==> config.mk <==
export PLATFORM = sky130hd
export DESIGN_NAME = deser_output_lock_control
export DESIGN_NICKNAME = d
export VERILOG_FILES = /design/src/rtl/deser_out_pkg.sv /design/src/rtl/pixel_group_reg.sv /design/src/rtl/deser_output_lock_control.sv
export VERILOG_INCLUDE_DIRS = /design/src /design/src/rtl
export SDC_FILE = /design/constraint.sdc
export NUM_CORES = 1
export LEC_CHECK = 0
export ABC_AREA = 1
export BUFFER_PORTS_ARGS = -buffer_cell sky130_fd_sc_hd__buf_2
export CORE_MARGIN = 2
export CORE_UTILIZATION = 62
export DETAILED_ROUTE_END_ITERATION = 7
export PLACE_DENSITY = 0.88
export SYNTH_ARGS = -nofsm -noshare
export SYNTH_HDL_FRONTEND = slang
export SYNTH_HIERARCHICAL = 1
export SYNTH_SLANG_ARGS = --single-unit
==> constraint.sdc <==
create_clock -name clk -period 6.6 [get_ports clk]
set_input_delay 1.65 -clock clk [delete_from_list [all_inputs] [get_ports clk]]
set_output_delay 1.65 -clock clk [all_outputs]
set_load 0.1 [all_outputs]
==> src/rtl/deser_out_defs.svh <==
/*
  timing counts, range codes and word field positions for the output and
  lock control of the deserializer; included by the rtl modules and the monitor.
*/
`ifndef DESER_OUT_DEFS_SVH
`define DESER_OUT_DEFS_SVH

`define CLK_PERIOD_NS 20
`define REF_LOCK_MAX 16385
`define LOSS_WINDOW 1048576
`define STAGGER_NS 1
`define STAGGER_RAW ((`STAGGER_NS + `CLK_PERIOD_NS - 1) / `CLK_PERIOD_NS)
`define STAGGER_CYC (`STAGGER_RAW < 1 ? 1 : `STAGGER_RAW)
`define STRETCH_CYC 4
`define RANGE_LOW 2'h2
`define RANGE_HIGH 2'h3
`define WORD_BITS 20
`define EN0_POS 0
`define PIX_LSB 2
`define CTL_LSB 1
`define PIX_BITS 18
`define CTL_BITS 9
`define GROUP_BITS 6

`endif

==> src/rtl/deser_out_pkg.sv <==
/*
  types shared by the output and lock control.
  assumes nothing beyond the defs header.
*/
package deser_out_pkg;
  typedef enum logic [1:0] {ST_SLEEP, ST_REF_LOCK, ST_SEARCH, ST_LOCKED}
    lock_state_e;
  typedef logic [1:0] range_t;
endpackage

==> src/rtl/pixel_group_reg.sv <==
/*
  one six-bit pixel output group with its own load delay.
  assumes load pulses come from the same clock and reset already synced.
*/
`timescale 1ns/1ns
`include "deser_out_defs.svh"
module pixel_group_reg #(
  parameter int WIDTH = `GROUP_BITS,
  parameter int DELAY = 0
) (
  input wire logic clk,
  input wire logic rst_n,
  input wire logic clear,
  input wire logic load,
  input wire logic [WIDTH-1:0] data_in,
  output logic [WIDTH-1:0] data_out
);
  logic [WIDTH-1:0] data_r;
  logic load_d;
  logic [WIDTH-1:0] held_d;

  generate
    if (DELAY == 0) begin : g_now
      assign load_d = load;
      assign held_d = data_in;
    end else begin : g_late
      logic [DELAY-1:0] ld_pipe_r;
      logic [WIDTH-1:0] dat_pipe_r [DELAY];
      always_ff @(posedge clk or negedge rst_n) begin
        if (!rst_n) begin
          ld_pipe_r <= '0;
          for (int i = 0; i < DELAY; i++) begin
            dat_pipe_r[i] <= '0;
          end
        end else begin
          ld_pipe_r[0] <= load & ~clear;
          dat_pipe_r[0] <= data_in;
          for (int i = 1; i < DELAY; i++) begin
            ld_pipe_r[i] <= ld_pipe_r[i-1] & ~clear;
            dat_pipe_r[i] <= dat_pipe_r[i-1];
          end
        end
      end
      assign load_d = ld_pipe_r[DELAY-1];
      assign held_d = dat_pipe_r[DELAY-1];
    end
  endgenerate

  // hold last value unless cleared or loaded
  always_ff @(posedge clk or negedge rst_n) begin
    if (!rst_n) begin
      data_r <= '0;
    end else if (clear) begin
      data_r <= '0;
    end else if (load_d) begin
      data_r <= held_d;
    end
  end

  assign data_out = data_r;
endmodule

==> src/rtl/deser_output_lock_control.sv <==
/*
  output side of the deserializer: phase selection of pixel or control
  data, range and edge-rate select, output clock choice and latch edge,
  staggered pixel groups, output enable and lock supervision.
  assumes a front end on clk delivers decoded 20-bit words with a strobe,
  a video/control mark and a transition-word flag; pins are asynchronous.
*/
// Behaviour
// - range 10 is 7-15 MHz slow edges, 11 is 15-35 MHz fast, 00/01 unused
// - slow transitions in low range, fast transitions in high range
// - no transition word in 2^20 output clocks drops lock, outputs low
// - after lock loss output clock follows reference, keep searching
// - output drive enable governs every output together for busing
// - latch select high means downstream captures on output clock rise
// - latch select low means downstream captures on output clock fall
// - pixel outputs switch as three staggered groups of six
// - control outputs update only in control phase
// - phase flag high while video words drive pixel outputs
// - phase flag low while control words drive control outputs
// - group not updated in current phase holds last value
// - after sleep release lock to reference within 16385 cycles, then search
// - transition word sets lock low, switches to recovered clock, stretched
// - control bits 0-4 voted two of three, bits 5-8 taken directly
// - serial input idle gives outputs low, lock high, clock from reference
`timescale 1ns/1ns
`include "deser_out_defs.svh"
module deser_output_lock_control
  import deser_out_pkg::*;
#(
  parameter int REF_LOCK_MAX = `REF_LOCK_MAX,
  parameter int LOSS_WINDOW = `LOSS_WINDOW,
  parameter int STRETCH_CYC = `STRETCH_CYC
) (
  input wire logic clk,
  input wire logic rst_n,
  input wire logic sleep_n,
  input wire deser_out_pkg::range_t freq_range_select,
  input wire logic output_drive_enable,
  input wire logic latch_rising,
  input wire logic local_reference_clock,
  input wire logic recovered_clock,
  input wire logic link_active,
  input wire logic word_valid,
  input wire logic [`WORD_BITS-1:0] word_data,
  input wire logic word_video,
  input wire logic word_transition,
  output logic [`PIX_BITS-1:0] pixel_data_out,
  output logic [`CTL_BITS-1:0] control_word_out,
  output logic video_phase_flag,
  output logic lock_n,
  output logic pclk_out,
  output logic outputs_oe,
  output logic slew_fast,
  output logic range_valid
);
  import deser_out_pkg::*;

  localparam int NPIN = 8;
  localparam int STG = `STAGGER_CYC;

  logic rst_s1_r, rst_s2_r;
  logic [NPIN-1:0] pin_s1_r, pin_s2_r;
  logic sleep_s, oe_s, latch_s, ref_s, rec_s, act_s;
  range_t range_s;
  logic ref_d_r, pclk_d_r;
  lock_state_e state_r;
  logic [$clog2(REF_LOCK_MAX+1)-1:0] ref_cnt_r;
  logic [$clog2(LOSS_WINDOW+1)-1:0] loss_cnt_r;
  logic [$clog2(STRETCH_CYC+1)-1:0] stretch_r;
  logic locked, locked_d_r, clear_out, pclk_r, lock_n_r, phase_r;
  logic pix_load, ctl_load;
  logic [`PIX_BITS-1:0] pix_dec;
  logic [`CTL_BITS-1:0] ctl_dec, ctl_r;
  logic [`WORD_BITS-2:0] ctl_raw;

  // reset release through two flops
  always_ff @(posedge clk or negedge rst_n) begin
    if (!rst_n) begin
      rst_s1_r <= 1'b0;
      rst_s2_r <= 1'b0;
    end else begin
      rst_s1_r <= 1'b1;
      rst_s2_r <= rst_s1_r;
    end
  end

  // pin synchronisers
  always_ff @(posedge clk or negedge rst_s2_r) begin
    if (!rst_s2_r) begin
      pin_s1_r <= '0;
      pin_s2_r <= '0;
    end else begin
      pin_s1_r <= {freq_range_select, output_drive_enable, latch_rising,
                   local_reference_clock, recovered_clock, link_active,
                   sleep_n};
      pin_s2_r <= pin_s1_r;
    end
  end
  assign {range_s, oe_s, latch_s, ref_s, rec_s, act_s, sleep_s} = pin_s2_r;

  always_ff @(posedge clk or negedge rst_s2_r) begin
    if (!rst_s2_r) begin
      ref_d_r <= 1'b0;
      pclk_d_r <= 1'b0;
    end else begin
      ref_d_r <= ref_s;
      pclk_d_r <= pclk_r;
    end
  end

  // lock supervision
  always_ff @(posedge clk or negedge rst_s2_r) begin
    if (!rst_s2_r) begin
      state_r <= ST_SLEEP;
      ref_cnt_r <= '0;
      loss_cnt_r <= '0;
    end else if (!sleep_s) begin
      state_r <= ST_SLEEP;
      ref_cnt_r <= '0;
      loss_cnt_r <= '0;
    end else begin
      case (state_r)
        ST_SLEEP: begin
          state_r <= ST_REF_LOCK;
          ref_cnt_r <= '0;
        end
        ST_REF_LOCK: begin
          if (ref_s && !ref_d_r) begin
            ref_cnt_r <= ref_cnt_r + 1'b1;
          end
          if (ref_cnt_r == ($bits(ref_cnt_r))'(REF_LOCK_MAX)) begin
            state_r <= ST_SEARCH;
          end
        end
        ST_SEARCH: begin
          loss_cnt_r <= '0;
          if (act_s && word_valid && word_transition) begin
            state_r <= ST_LOCKED;
          end
        end
        ST_LOCKED: begin
          if (!act_s) begin
            state_r <= ST_SEARCH;
          end else if (word_valid && word_transition) begin
            loss_cnt_r <= '0;
          end else if (loss_cnt_r ==
                       ($bits(loss_cnt_r))'(LOSS_WINDOW)) begin
            state_r <= ST_SEARCH;
          end else if (pclk_r && !pclk_d_r) begin
            loss_cnt_r <= loss_cnt_r + 1'b1;
          end
        end
        default: state_r <= ST_SLEEP;
      endcase
    end
  end

  assign locked = (state_r == ST_LOCKED);
  assign clear_out = !locked;

  // output clock: reference or recovered, stretched at changeover
  always_ff @(posedge clk or negedge rst_s2_r) begin
    if (!rst_s2_r) begin
      locked_d_r <= 1'b0;
      stretch_r <= '0;
      pclk_r <= 1'b0;
      lock_n_r <= 1'b1;
    end else begin
      locked_d_r <= locked;
      lock_n_r <= !locked;
      if (locked != locked_d_r) begin
        stretch_r <= ($bits(stretch_r))'(STRETCH_CYC);
      end else if (stretch_r != '0) begin
        stretch_r <= stretch_r - 1'b1;
      end
      if (stretch_r != '0) begin
        pclk_r <= pclk_r;
      end else if (locked) begin
        pclk_r <= rec_s ^ latch_s;
      end else begin
        pclk_r <= ref_s;
      end
    end
  end

  // word decoding: symbols inverted when EN0 set
  assign pix_dec = word_data[`PIX_LSB +: `PIX_BITS] ^
                   {`PIX_BITS{word_data[`EN0_POS]}};
  assign ctl_raw = word_data[`CTL_LSB +: `WORD_BITS-1] ^
                   {(`WORD_BITS-1){word_data[`EN0_POS]}};
  always_comb begin
    ctl_dec = '0;
    for (int i = 0; i < 5; i++) begin
      ctl_dec[i] = (ctl_raw[3*i] & ctl_raw[3*i+1]) |
                   (ctl_raw[3*i] & ctl_raw[3*i+2]) |
                   (ctl_raw[3*i+1] & ctl_raw[3*i+2]);
    end
    ctl_dec[8:5] = ctl_raw[18:15];
  end

  assign pix_load = locked && word_valid && word_video;
  assign ctl_load = locked && word_valid && !word_video;

  // staggered pixel groups
  genvar g;
  generate
    for (g = 0; g < 3; g++) begin : g_pix
      pixel_group_reg #(.WIDTH(`GROUP_BITS), .DELAY(g * STG)) u_grp (
        .clk(clk),
        .rst_n(rst_s2_r),
        .clear(clear_out),
        .load(pix_load),
        .data_in(pix_dec[g*`GROUP_BITS +: `GROUP_BITS]),
        .data_out(pixel_data_out[g*`GROUP_BITS +: `GROUP_BITS])
      );
    end
  endgenerate

  always_ff @(posedge clk or negedge rst_s2_r) begin
    if (!rst_s2_r) begin
      ctl_r <= '0;
      phase_r <= 1'b0;
    end else if (clear_out) begin
      ctl_r <= '0;
      phase_r <= 1'b0;
    end else begin
      if (ctl_load) begin
        ctl_r <= ctl_dec;
      end
      if (word_valid) begin
        phase_r <= word_video;
      end
    end
  end

  assign control_word_out = ctl_r;
  assign video_phase_flag = phase_r;
  assign lock_n = lock_n_r;
  assign pclk_out = pclk_r;
  assign outputs_oe = oe_s && sleep_s;
  assign slew_fast = (range_s == `RANGE_HIGH);
  assign range_valid = (range_s == `RANGE_LOW) || slew_fast;
endmodule

==> out/qor.yml, run 1 <==
setup_path:
  required_ns: 4.95
  cpMaxStageDelayCell: "dfrtp_1"
  reg2reg_depth: 7
  r2r-start: "state_r[1]"
  reg2reg_slack_ns: 4.48
  arrival_ns: 1.61
  start_kind: "flop"
  crit_path_cell_trace: "nand2_1 -> inv_1 -> buf_2"
  r2r_end: "g_pix[0].u_grp/data_out[2]"
  endpoint_kind: "output pin"
  slowest_delay_ns: 0.53
  critical_path_class: "reg -> out"
  cp_max_fo: 7
final_layout:
  design_area_sq_um: 6290
  syn_to_final_growth_pct: 19.6
  antennaDiodeCount: 0
  final_util: 0.766
  multi_input_comb_area_sq_um: 2070
  finalNetCount: 723
  fillers: 459
  drive_gt1_frac: 0.185
  regArea_sq_um: 2830
clock_network:
  clock_path_buffers: 2
  h-tree-depth: 4
  clock_latency_ns: 0.53
  cts_setup_buffers: 0
  cts_resized: 0
  cts_hold_buf: 0
  cts.sinks: 113
  cts.clk_slew.worst_paths_ns: 0.06
  root_buffer: "clkbuf_8"
  tritoncts: "done"
  cts_buffers: 17
detailed_routing:
  drtPass1Iterations: 5
  wire_per_inst_um: 17.9
  drtIter0Drc: 443
  drc: 0
  wl_um: 14400
  viasPerCell: 5.98
  postRouteAntennaNets: 0
  dr_total_vias: 4794
floorplanning:
  row_count: 33
  die_h_um: 96.1
  fp.coreArea_sq_um: 8220
  die_area_sq_um: 9240
  ios: 66
  start_util: 0.640
  fp.dieW_um: 96.1
sta:
  slew_headroom: 0.425
  hold_viol: 0
  drv_slew: 0
  setup_slack_ns: 3.34
  finClkSkew_ns: 0.0111
  fmaxAchievable_ghz: 0.307
  tightest_slew_ns: 0.856
  final-setup-viol-count: 0
  period_needed_ns: 3.26
  grt_setup_unrepaired: "false"
  final.period_utilization: 0.494
  fin_setup_tns_ns: 0
grt:
  grt_max_degree: 70
  grt_overflow: 0
  grt_pass1_vias: 4730
  gr-usage-all-layers: 0.339
  grt_pass1_wl_um: 23100
  antenna_found_initial: 0
outcome:
  outcome: "finished clean"
power:
  ir_worst_vdd_mv: 0.276
  p_int_mw: 1.41
  pwr-share-seq: 0.373
  pwr-share-comb: 0.169
  leakagePower_nw: 3.16
  netSwitchingPower_mw: 0.684
  pwr_density_cell_nw_per_um2: 333
  p_clk_frac: 0.459
  swShare: 0.326
placement:
  placed_area_sq_um: 5690
  dp_slack_ns: 3.61
  dp_hpwl_um: 7960
  gp_congestion: 0.892
  port_buffers: 65
hold_path:
  min_path_type: "reg -> async"
run:
  maxCapViolCount: 0
yosys:
  synth_nets: 644
  ys_types: 31
  yosys_warnings: 6
  synth_area_sq_um: 5260
  syn_avg_cell_area_sq_um: 8.70
  netlist_instances: 605
  yosys_register_bits: 113
  seq_area_frac_synth: 0.538
placed cells by master, fill, tap and decap left out, drive strengths merged, types with 6 or more instances in the layout:
cell | Yosys | routed
nand2 | 145 | 145
dfrtp | 112 | 112
inv | 86 | 94
nor2 | 70 | 70
buf | 5 | 66
nand3 | 57 | 57
o21ai | 45 | 45
clkbuf | 1 | 18
xnor2 | 17 | 17
xor2 | 16 | 16
a21oi | 11 | 11
nor3 | 10 | 10
o22ai | 9 | 9
nand4 | 9 | 9
ha | 6 | 6
area by class of cell:
cell class                      instances  area share
Clock inverter                         14      0.0304
Timing Repair Buffer                   66      0.0529
Sequential cell                       113       0.450
Clock buffer                           18      0.0664
Inverter                               86      0.0513
Multi-Input combinational cell        400       0.328
Tap cell                              105      0.0209
per-layer routing:
layer | up-vias | global-route usage | wire length (um) | part of all wire
li1 | 2092 | - | - | -
met3 | 95 | 0.0916 | 1240 | 0.086
met2 | 348 | 0.554 | 7090 | 0.49
met5 | - | 0 | 0 | 0
met4 | 0 | 0.206 | 787 | 0.055
met1 | 2259 | 0.399 | 5240 | 0.37
worst max-delay path by stage:
| stage | from | to | slack, ns | cells past startpoint |
|---|---|---|---|---|
| 2_1_floorplan | rst_s2_r | control_word_out[0] | 3.22 | 0 |
| 3_3_place_gp | word_valid | loss_cnt_r[6] | 3.75 | 7 |
| 3_5_place_dp | word_valid | loss_cnt_r[6] | 3.61 | 7 |
| 6_report | pin_s2_r[0] | outputs_oe | 3.34 | 3 |
| 4_1_cts | pin_s2_r[0] | outputs_oe | 3.33 | 3 |
| 5_1_grt | pin_s2_r[0] | outputs_oe | 3.28 | 3 |
critical path, delay by kind of cell, from the launching register on:
family,cells,cell delay [ns]
buf+inv,2,0.47
simple gates,1,0.08
flops,1,0.53
cell usage after synthesis:
| master | n | area, sq um |
|---|---|---|
| nand2_1 | 143 | 537 |
| dfrtp_1 | 112 | 2800 |
| inv_1 | 81 | 304 |
| nor2_1 | 62 | 233 |
| nand3_1 | 56 | 280 |
| o21ai_0 | 32 | 160 |
| xnor2_1 | 17 | 149 |
| xor2_1 | 16 | 140 |
| a21oi_1 | 11 | 55.1 |
| o21ai_2 | 10 | 87.6 |
| nor3_1 | 9 | 45.0 |
| o22ai_1 | 9 | 56.3 |
| nand4_1 | 8 | 50.1 |
| nor2_4 | 7 | 78.8 |
| ha_1 | 6 | 75.1 |
| inv_2 | 5 | 18.8 |
| o21ai_1 | 3 | 15.0 |
| a31o_2 | 2 | 17.5 |
| buf_2 | 2 | 10.0 |
| buf_6 | 2 | 22.5 |
| nand2_4 | 2 | 22.5 |
| a31oi_1 | 1 | 6.26 |
| buf_4 | 1 | 7.51 |
| clkbuf_1 | 1 | 3.75 |
| conb_1 | 1 | 3.75 |
| dfstp_2 | 1 | 26.3 |
| nand3_4 | 1 | 17.5 |
| nand4_2 | 1 | 12.5 |
| nor2_2 | 1 | 6.26 |
| nor3_2 | 1 | 10.0 |
| o211ai_1 | 1 | 7.51 |
metrics by stage:
stage | std cells | hold WS [ns] | power [mW]
6_report | 802 | 0.318 | 2.10
2_1_floorplan | 605 | 0.331 | 1.03
4_1_cts | 802 | 0.346 | 2.08
5_1_grt | 802 | 0.360 | 2.15
3_3_place_gp | 770 | 0.327 | 1.08
3_5_place_dp | 770 | 0.333 | 1.11
power by group through the flow:
stage	Sequential [mW]	Clock (mW)	Combinational [mW]
2_1_floorplan	0.840	0	0.193
3_3_place_gp	0.783	0	0.300
3_5_place_dp	0.787	0	0.319
4_1_cts	0.781	0.958	0.346
5_1_grt	0.785	0.991	0.378
6_report	0.782	0.962	0.353
logic make-up after synthesis:
kind of cell / count (synthesis) / share of synthesized area
AND/OR/NAND/NOR: 291 / 0.246
flip-flops: 113 / 0.538
buffers and inverters: 92 / 0.0697
AO/OA/AOI/OAI: 69 / 0.0770
XOR/XNOR: 33 / 0.0549
adder cells (fa/ha/maj): 6 / 0.0143
other: 1 / 0.000713
sequential cells by signal (all words and copies together) (netlist names), 2 cells and up:
name                           count
g_pix.u_grp/held_d                 6
pin_s1_r                           8
control_word_out                   9
g_pix.u_grp/g_late.dat_pipe_r     12
stretch_r                          3
state_r                            2
loss_cnt_r                        21
g_pix.u_grp/data_out              18
ref_cnt_r                         15
pin_s2_r                           8
g_pix.u_grp/g_late.ld_pipe_r       3
Power figures use the tool's default switching activity.
==> run 2, diff against run 1 <==
- CORE_UTILIZATION: 62 -> 58
- PLACE_DENSITY: 0.88 -> 0.84
- clock period: 6.6 -> 3.3 ns (I/O delays scaled with it)
==> out/qor.yml, run 2 (same netlist as run 1, synthesis figures left out) <==
detailed_routing:
  dr_total_vias: 4577  # -4.5%
  drtPass1Iterations: 7  # +2
  drc: 0  # unchanged
  wire_per_inst_um: 16.5  # -7.6%
  viasPerCell: 5.69  # -4.9%
  postRouteAntennaNets: 0  # unchanged
  wl_um: 13300  # -7.2%
  drtIter0Drc: 373  # -16%
grt:
  gr-usage-all-layers: 0.289  # -0.0504
  grt_pass1_vias: 4682  # -1.0%
  grt_overflow: 0  # unchanged
  grt_max_degree: 65  # -7.1%
  grt_pass1_wl_um: 22100  # -4.3%
  antenna_found_initial: 0  # unchanged
sta:
  tightest_slew_ns: 0.831  # -0.0255 ns
  hold_viol: 0  # unchanged
  final.period_utilization: 0.731
  grt_setup_unrepaired: "false"
  fin_setup_tns_ns: 0  # unchanged
  period_needed_ns: 2.41
  fmaxAchievable_ghz: 0.414
  slew_headroom: 0.442  # +0.0171
  final-setup-viol-count: 0  # unchanged
  drv_slew: 0  # unchanged
  finClkSkew_ns: 0.00800  # -0.00314 ns
clock_network:
  cts_setup_buffers: 0  # unchanged
  root_buffer: "clkbuf_8"
  cts_resized: 0  # unchanged
  h-tree-depth: 4  # unchanged
  cts.clk_slew.worst_paths_ns: 0.06  # about the same
  cts_hold_buf: 0  # unchanged
  tritoncts: "done"
  clock_path_buffers: 2  # unchanged
  cts.sinks: 113  # unchanged
  cts_buffers: 17  # unchanged
  clock_latency_ns: 0.52  # about the same
setup_path:
  r2r_end: "g_pix[0].u_grp/data_out[0]"
  required_ns: 2.47  # -2.48 ns
  cp_max_fo: 7  # unchanged
  critical_path_class: "reg -> out"
  r2r-start: "state_r[1]"
  arrival_ns: 1.59  # -0.02 ns
  reg2reg_slack_ns: 1.22  # -3.26 ns
  reg2reg_depth: 7  # unchanged
  endpoint_kind: "output pin"
  start_kind: "flop"
power:
  netSwitchingPower_mw: 1.27  # +85%
  p_int_mw: 2.96  # +110%
  pwr-share-comb: 0.157  # -0.012
  ir_worst_vdd_mv: 0.430  # +56%
  pwr_density_cell_nw_per_um2: 667  # +100%
  pwr-share-seq: 0.370  # -0.003
  p_clk_frac: 0.472  # +0.013
  swShare: 0.299  # -0.0268
  leakagePower_nw: 3.18  # +0.51%
final_layout:
  finalNetCount: 723  # unchanged
  layout_commonest_cell: "nand2_1"
  antennaDiodeCount: 0  # unchanged
  syn_to_final_growth_pct: 20.6
  largest_register_ff_count: 21  # unchanged
  final_cell_mix: "143 x nand2_1, 111 x dfrtp_1, 81 x inv_1, 65 x buf_2, 62 x nor2_1"
  fin_cells: 805  # +0.37%
  design_area_sq_um: 6350  # +0.83%
  drive_gt1_frac: 0.185  # unchanged
  regMostFlops: "loss_cnt_r"
placement:
  placed_area_sq_um: 5700  # +0.29%
  dp_hpwl_um: 7990  # +0.43%
  port_buffers: 65  # unchanged
  gp_congestion: 0.962  # +7.8%
  dp_cells: 773  # +0.39%
floorplanning:
  fp.coreArea_sq_um: 8760  # +6.7%
  start_util: 0.600  # -0.0400
  row_count: 34  # +3.0%
  die_h_um: 99.2  # +3.2%
  fp.dieW_um: 99.2  # +3.2%
  die_area_sq_um: 9850  # +6.6%
  ios: 66  # unchanged
outcome:
  outcome: "finished clean"
run:
  maxCapViolCount: 0  # unchanged
hold_path:
  min_path_type: "in -> async"
==> run 2: cell count changes in the layout (fill, tap and decap cells not counted) <==
cell / previous run / this run
bufinv_16: 3 / 5
inv_6: 6 / 4
inv_8: 2 / 0
buf_12: 0 / 1
buf_4: 1 / 0
clkinv_4: 3 / 4
clkinvlp_4: 0 / 1
==> run 2: stage by stage <==
step | total power [mW] | hold slack, ns | util | setup slack [ns]
CTS | 4.23 | 0.0766 | 0.724 | 0.904
finish | 4.23 | 0.0812 | 0.724 | 0.887
global placement | 2.17 | 0.332 | 0.651 | 1.23
global route | 4.39 | 0.0639 | 0.724 | 0.842
floorplan | 2.07 | 0.331 | - | 1.28
detailed placement | 2.20 | 0.335 | 0.651 | 1.12
==> run 2: final cells by class <==
cell class	count	area (sq um)
tap	108	135
sequential	113	2830
inverter	86	323
timing repair buffer	66	345
clock buffer	18	418
fill	548	2420
multi-input combinational	400	2070
clock inverter	14	228
==> run 2: layer usage <==
layer	global-route usage	vias up	share of wire
li1	-	2088	-
met1	0.326	2180	0.37
met2	0.498	241	0.52
met3	0.0639	68	0.066
met4	0.179	0	0.046
met5	0	-	0
==> run 2: power groups by stage <==
stage,registers (mW),logic (mW),clock network [mW]
final,1.57,0.666,2.00
after global routing,1.57,0.734,2.09
after global placement,1.57,0.598,0
after CTS,1.56,0.661,2.01
after floorplan,1.68,0.387,0
after detailed placement,1.58,0.623,0
==> run 2: worst max path at each step <==
stage | start | endpoint | slack (ns) | cells past startpoint
finish | pin_s2_r[0] | outputs_oe | 0.89 | 3
global route | pin_s2_r[0] | outputs_oe | 0.84 | 3
CTS | pin_s2_r[0] | outputs_oe | 0.90 | 3
detailed placement | word_valid | loss_cnt_r[4] | 1.12 | 7
global placement | word_valid | loss_cnt_r[6] | 1.23 | 7
floorplan | pclk_out | loss_cnt_r[15] | 1.28 | 8
==> run 2: worst max-delay path: stages (launching register included) <==
cell	delay (ns)
dfrtp_1	0.52
nand2_1	0.09
inv_1	0.06
buf_2	0.41
==> run 3, diff against run 2 <==
- CORE_UTILIZATION: 58 -> 52
- PLACE_DENSITY: 0.84 -> 0.8
- clock period: 3.3 -> 2.13 ns (I/O delays scaled with it)
==> out/qor.yml, run 3 (same netlist as run 1, synthesis figures left out) <==
setup_path:
  required_ns: 1.60  # -0.87 ns
  critical_path_class: "reg -> out"
  start_kind: "flop"
  arrival_ns: 1.45  # -0.14 ns
  cp_max_fo: 7  # unchanged
  endpoint_kind: "output pin"
final_layout:
  regMostFlops: "loss_cnt_r"
  regArea_sq_um: 2830  # unchanged
  finalNetCount: 729  # +0.83%
  final_cell_mix: "143 x nand2_1, 111 x dfrtp_1, 81 x inv_1, 64 x buf_2, 62 x nor2_1"
  layout_commonest_cell: "nand2_1"
  multi_input_comb_area_sq_um: 2070  # unchanged
  syn_to_final_growth_pct: 21.2
  fillers: 799  # +46%
  antennaDiodeCount: 0  # unchanged
  largest_register_ff_count: 21  # unchanged
  drive_gt1_frac: 0.191  # +0.00553
detailed_routing:
  dr_total_vias: 4362  # -4.7%
  postRouteAntennaNets: 0  # unchanged
  wire_per_inst_um: 14.0  # -15%
  wl_um: 11700  # -12%
  viasPerCell: 5.22  # -8.2%
  drtIter0Drc: 267  # -28%
  drtPass1Iterations: 5  # -2
  drc: 0  # unchanged
clock_network:
  root_buffer: "clkbuf_8"
  cts.sinks: 113  # unchanged
  cts_buffers: 17  # unchanged
  clock_path_buffers: 2  # unchanged
  clock_latency_ns: 0.52  # about the same
  tritoncts: "done"
  cts_setup_buffers: 0  # unchanged
  h-tree-depth: 4  # unchanged
  cts.clk_slew.worst_paths_ns: 0.06  # about the same
sta:
  fin_setup_tns_ns: 0  # unchanged
  final-setup-viol-count: 0  # unchanged
  grt_setup_unrepaired: "false"
  drv_slew: 0  # unchanged
  slew_headroom: 0.655  # +0.212
  fmaxAchievable_ghz: 0.505
  final.period_utilization: 0.931
  hold_viol: 0  # unchanged
  whs_ns: 0.113  # +0.0323 ns
  period_needed_ns: 1.98
  tightest_slew_ns: 0.518  # -0.313 ns
  finClkSkew_ns: 0.00791  # -0.0000898 ns
grt:
  grt_pass1_vias: 4386  # -6.3%
  antenna_found_initial: 0  # unchanged
  gr-usage-all-layers: 0.226  # -0.0630
  grt_pass1_wl_um: 19700  # -11%
  grt_overflow: 0  # unchanged
  grt_max_degree: 37  # -43%
floorplanning:
  die_area_sq_um: 10900  # +11%
  fp.coreArea_sq_um: 9820  # +12%
  row_count: 36  # +5.9%
  start_util: 0.536  # -0.0646
  ios: 66  # unchanged
  die_h_um: 105  # +5.4%
  fp.dieW_um: 105  # +5.4%
power:
  p_total_mw: 6.27  # +48%
  pwr_density_cell_nw_per_um2: 983  # +47%
  leakagePower_nw: 3.17  # about the same
  ir_worst_vdd_mv: 0.609  # +42%
hold_path:
  min_path_type: "in -> reg"
outcome:
  outcome: "finished clean"
placement:
  port_buffers: 65  # unchanged
  dp_hpwl_um: 8050  # +0.66%
  gp_congestion: 0.910  # -5.4%
run:
  maxCapViolCount: 0  # unchanged
==> run 3: changes by cell type in the layout (fill, tap and decap cells not counted) <==
cell,before,now
clkinv_4,4,2
clkinv_2,0,3
clkinvlp_4,1,4
buf_4,0,6
clkbuf_8,1,2
buf_2,65,64
inv_6,4,1
bufinv_16,5,3
dlygate4sd3_1,0,1
==> run 3: area by class of cell <==
class / instances / share of cell area
clock buffer: 19 / 0.0677
clock inverter: 13 / 0.0253
inverter: 86 / 0.0506
multi-input combinational: 400 / 0.324
sequential: 113 / 0.444
tap: 133 / 0.0261
timing repair buffer: 72 / 0.0620
==> run 3: critical path, cell delays in order (launching register included) <==
cell and delay (ns):
dfrtp_1 0.51, nand2_1 0.09, inv_1 0.06, buf_4 0.28
==> run 3: routing by layer <==
metal  GRT usage  vias up  wire, um
met5           0        -         0
met4       0.116        0       371
met3      0.0574       30       752
met2       0.371      181      5780
met1       0.276     2056      4800
li1            -     2095         -
==> run 3: path summary, 6_finish.rpt <==
path                               startpoint                                  end  slack (ns)  cells after the start
worst max-delay path              pin_s2_r[0]                           outputs_oe        0.15                      3
worst min-delay path                  sleep_n                          pin_s1_r[0]        0.11                      1
worst max register to register  loss_cnt_r[0]                        loss_cnt_r[0]        0.33                      9
worst min register to register       rst_s2_r  g_pix[1].u_grp/g_late.dat_pipe_r[3]        0.27                      0
max in group asynchronous            rst_s2_r                        ref_cnt_r[10]        1.19                      1
min in group asynchronous            rst_s2_r  g_pix[1].u_grp/g_late.dat_pipe_r[3]        0.27                      0
==> run 3: repair_timing <==
item,CTS,global route
gates resized for setup,1,0
setup endpoints to repair,1,0
hold endpoints to repair,2,0
hold buffers,1,0
==> run 3: through the flow <==
stage / utilization / instances / setup slack (ns) / cell area, sq um
4_1_cts: 0.649 / 836 / 0.128 / 6380
5_1_grt: 0.649 / 836 / 0.0945 / 6380
3_5_place_dp: 0.588 / 803 / 0.294 / 5770
3_3_place_gp: 0.588 / 803 / 0.354 / 5770
6_report: 0.649 / 836 / 0.148 / 6380
2_1_floorplan: - / 605 / 0.107 / 5260
==> run 3: power breakdown <==
part / total (mW) / internal (mW) / switching, mW / leakage (nW)
sequential: 2.41 / 2.30 / 0.111 / 1.48
clock: 2.82 / 1.81 / 1.01 / 0.280
combinational: 1.04 / 0.275 / 0.764 / 1.42
total: 6.27 / 4.38 / 1.89 / 3.17
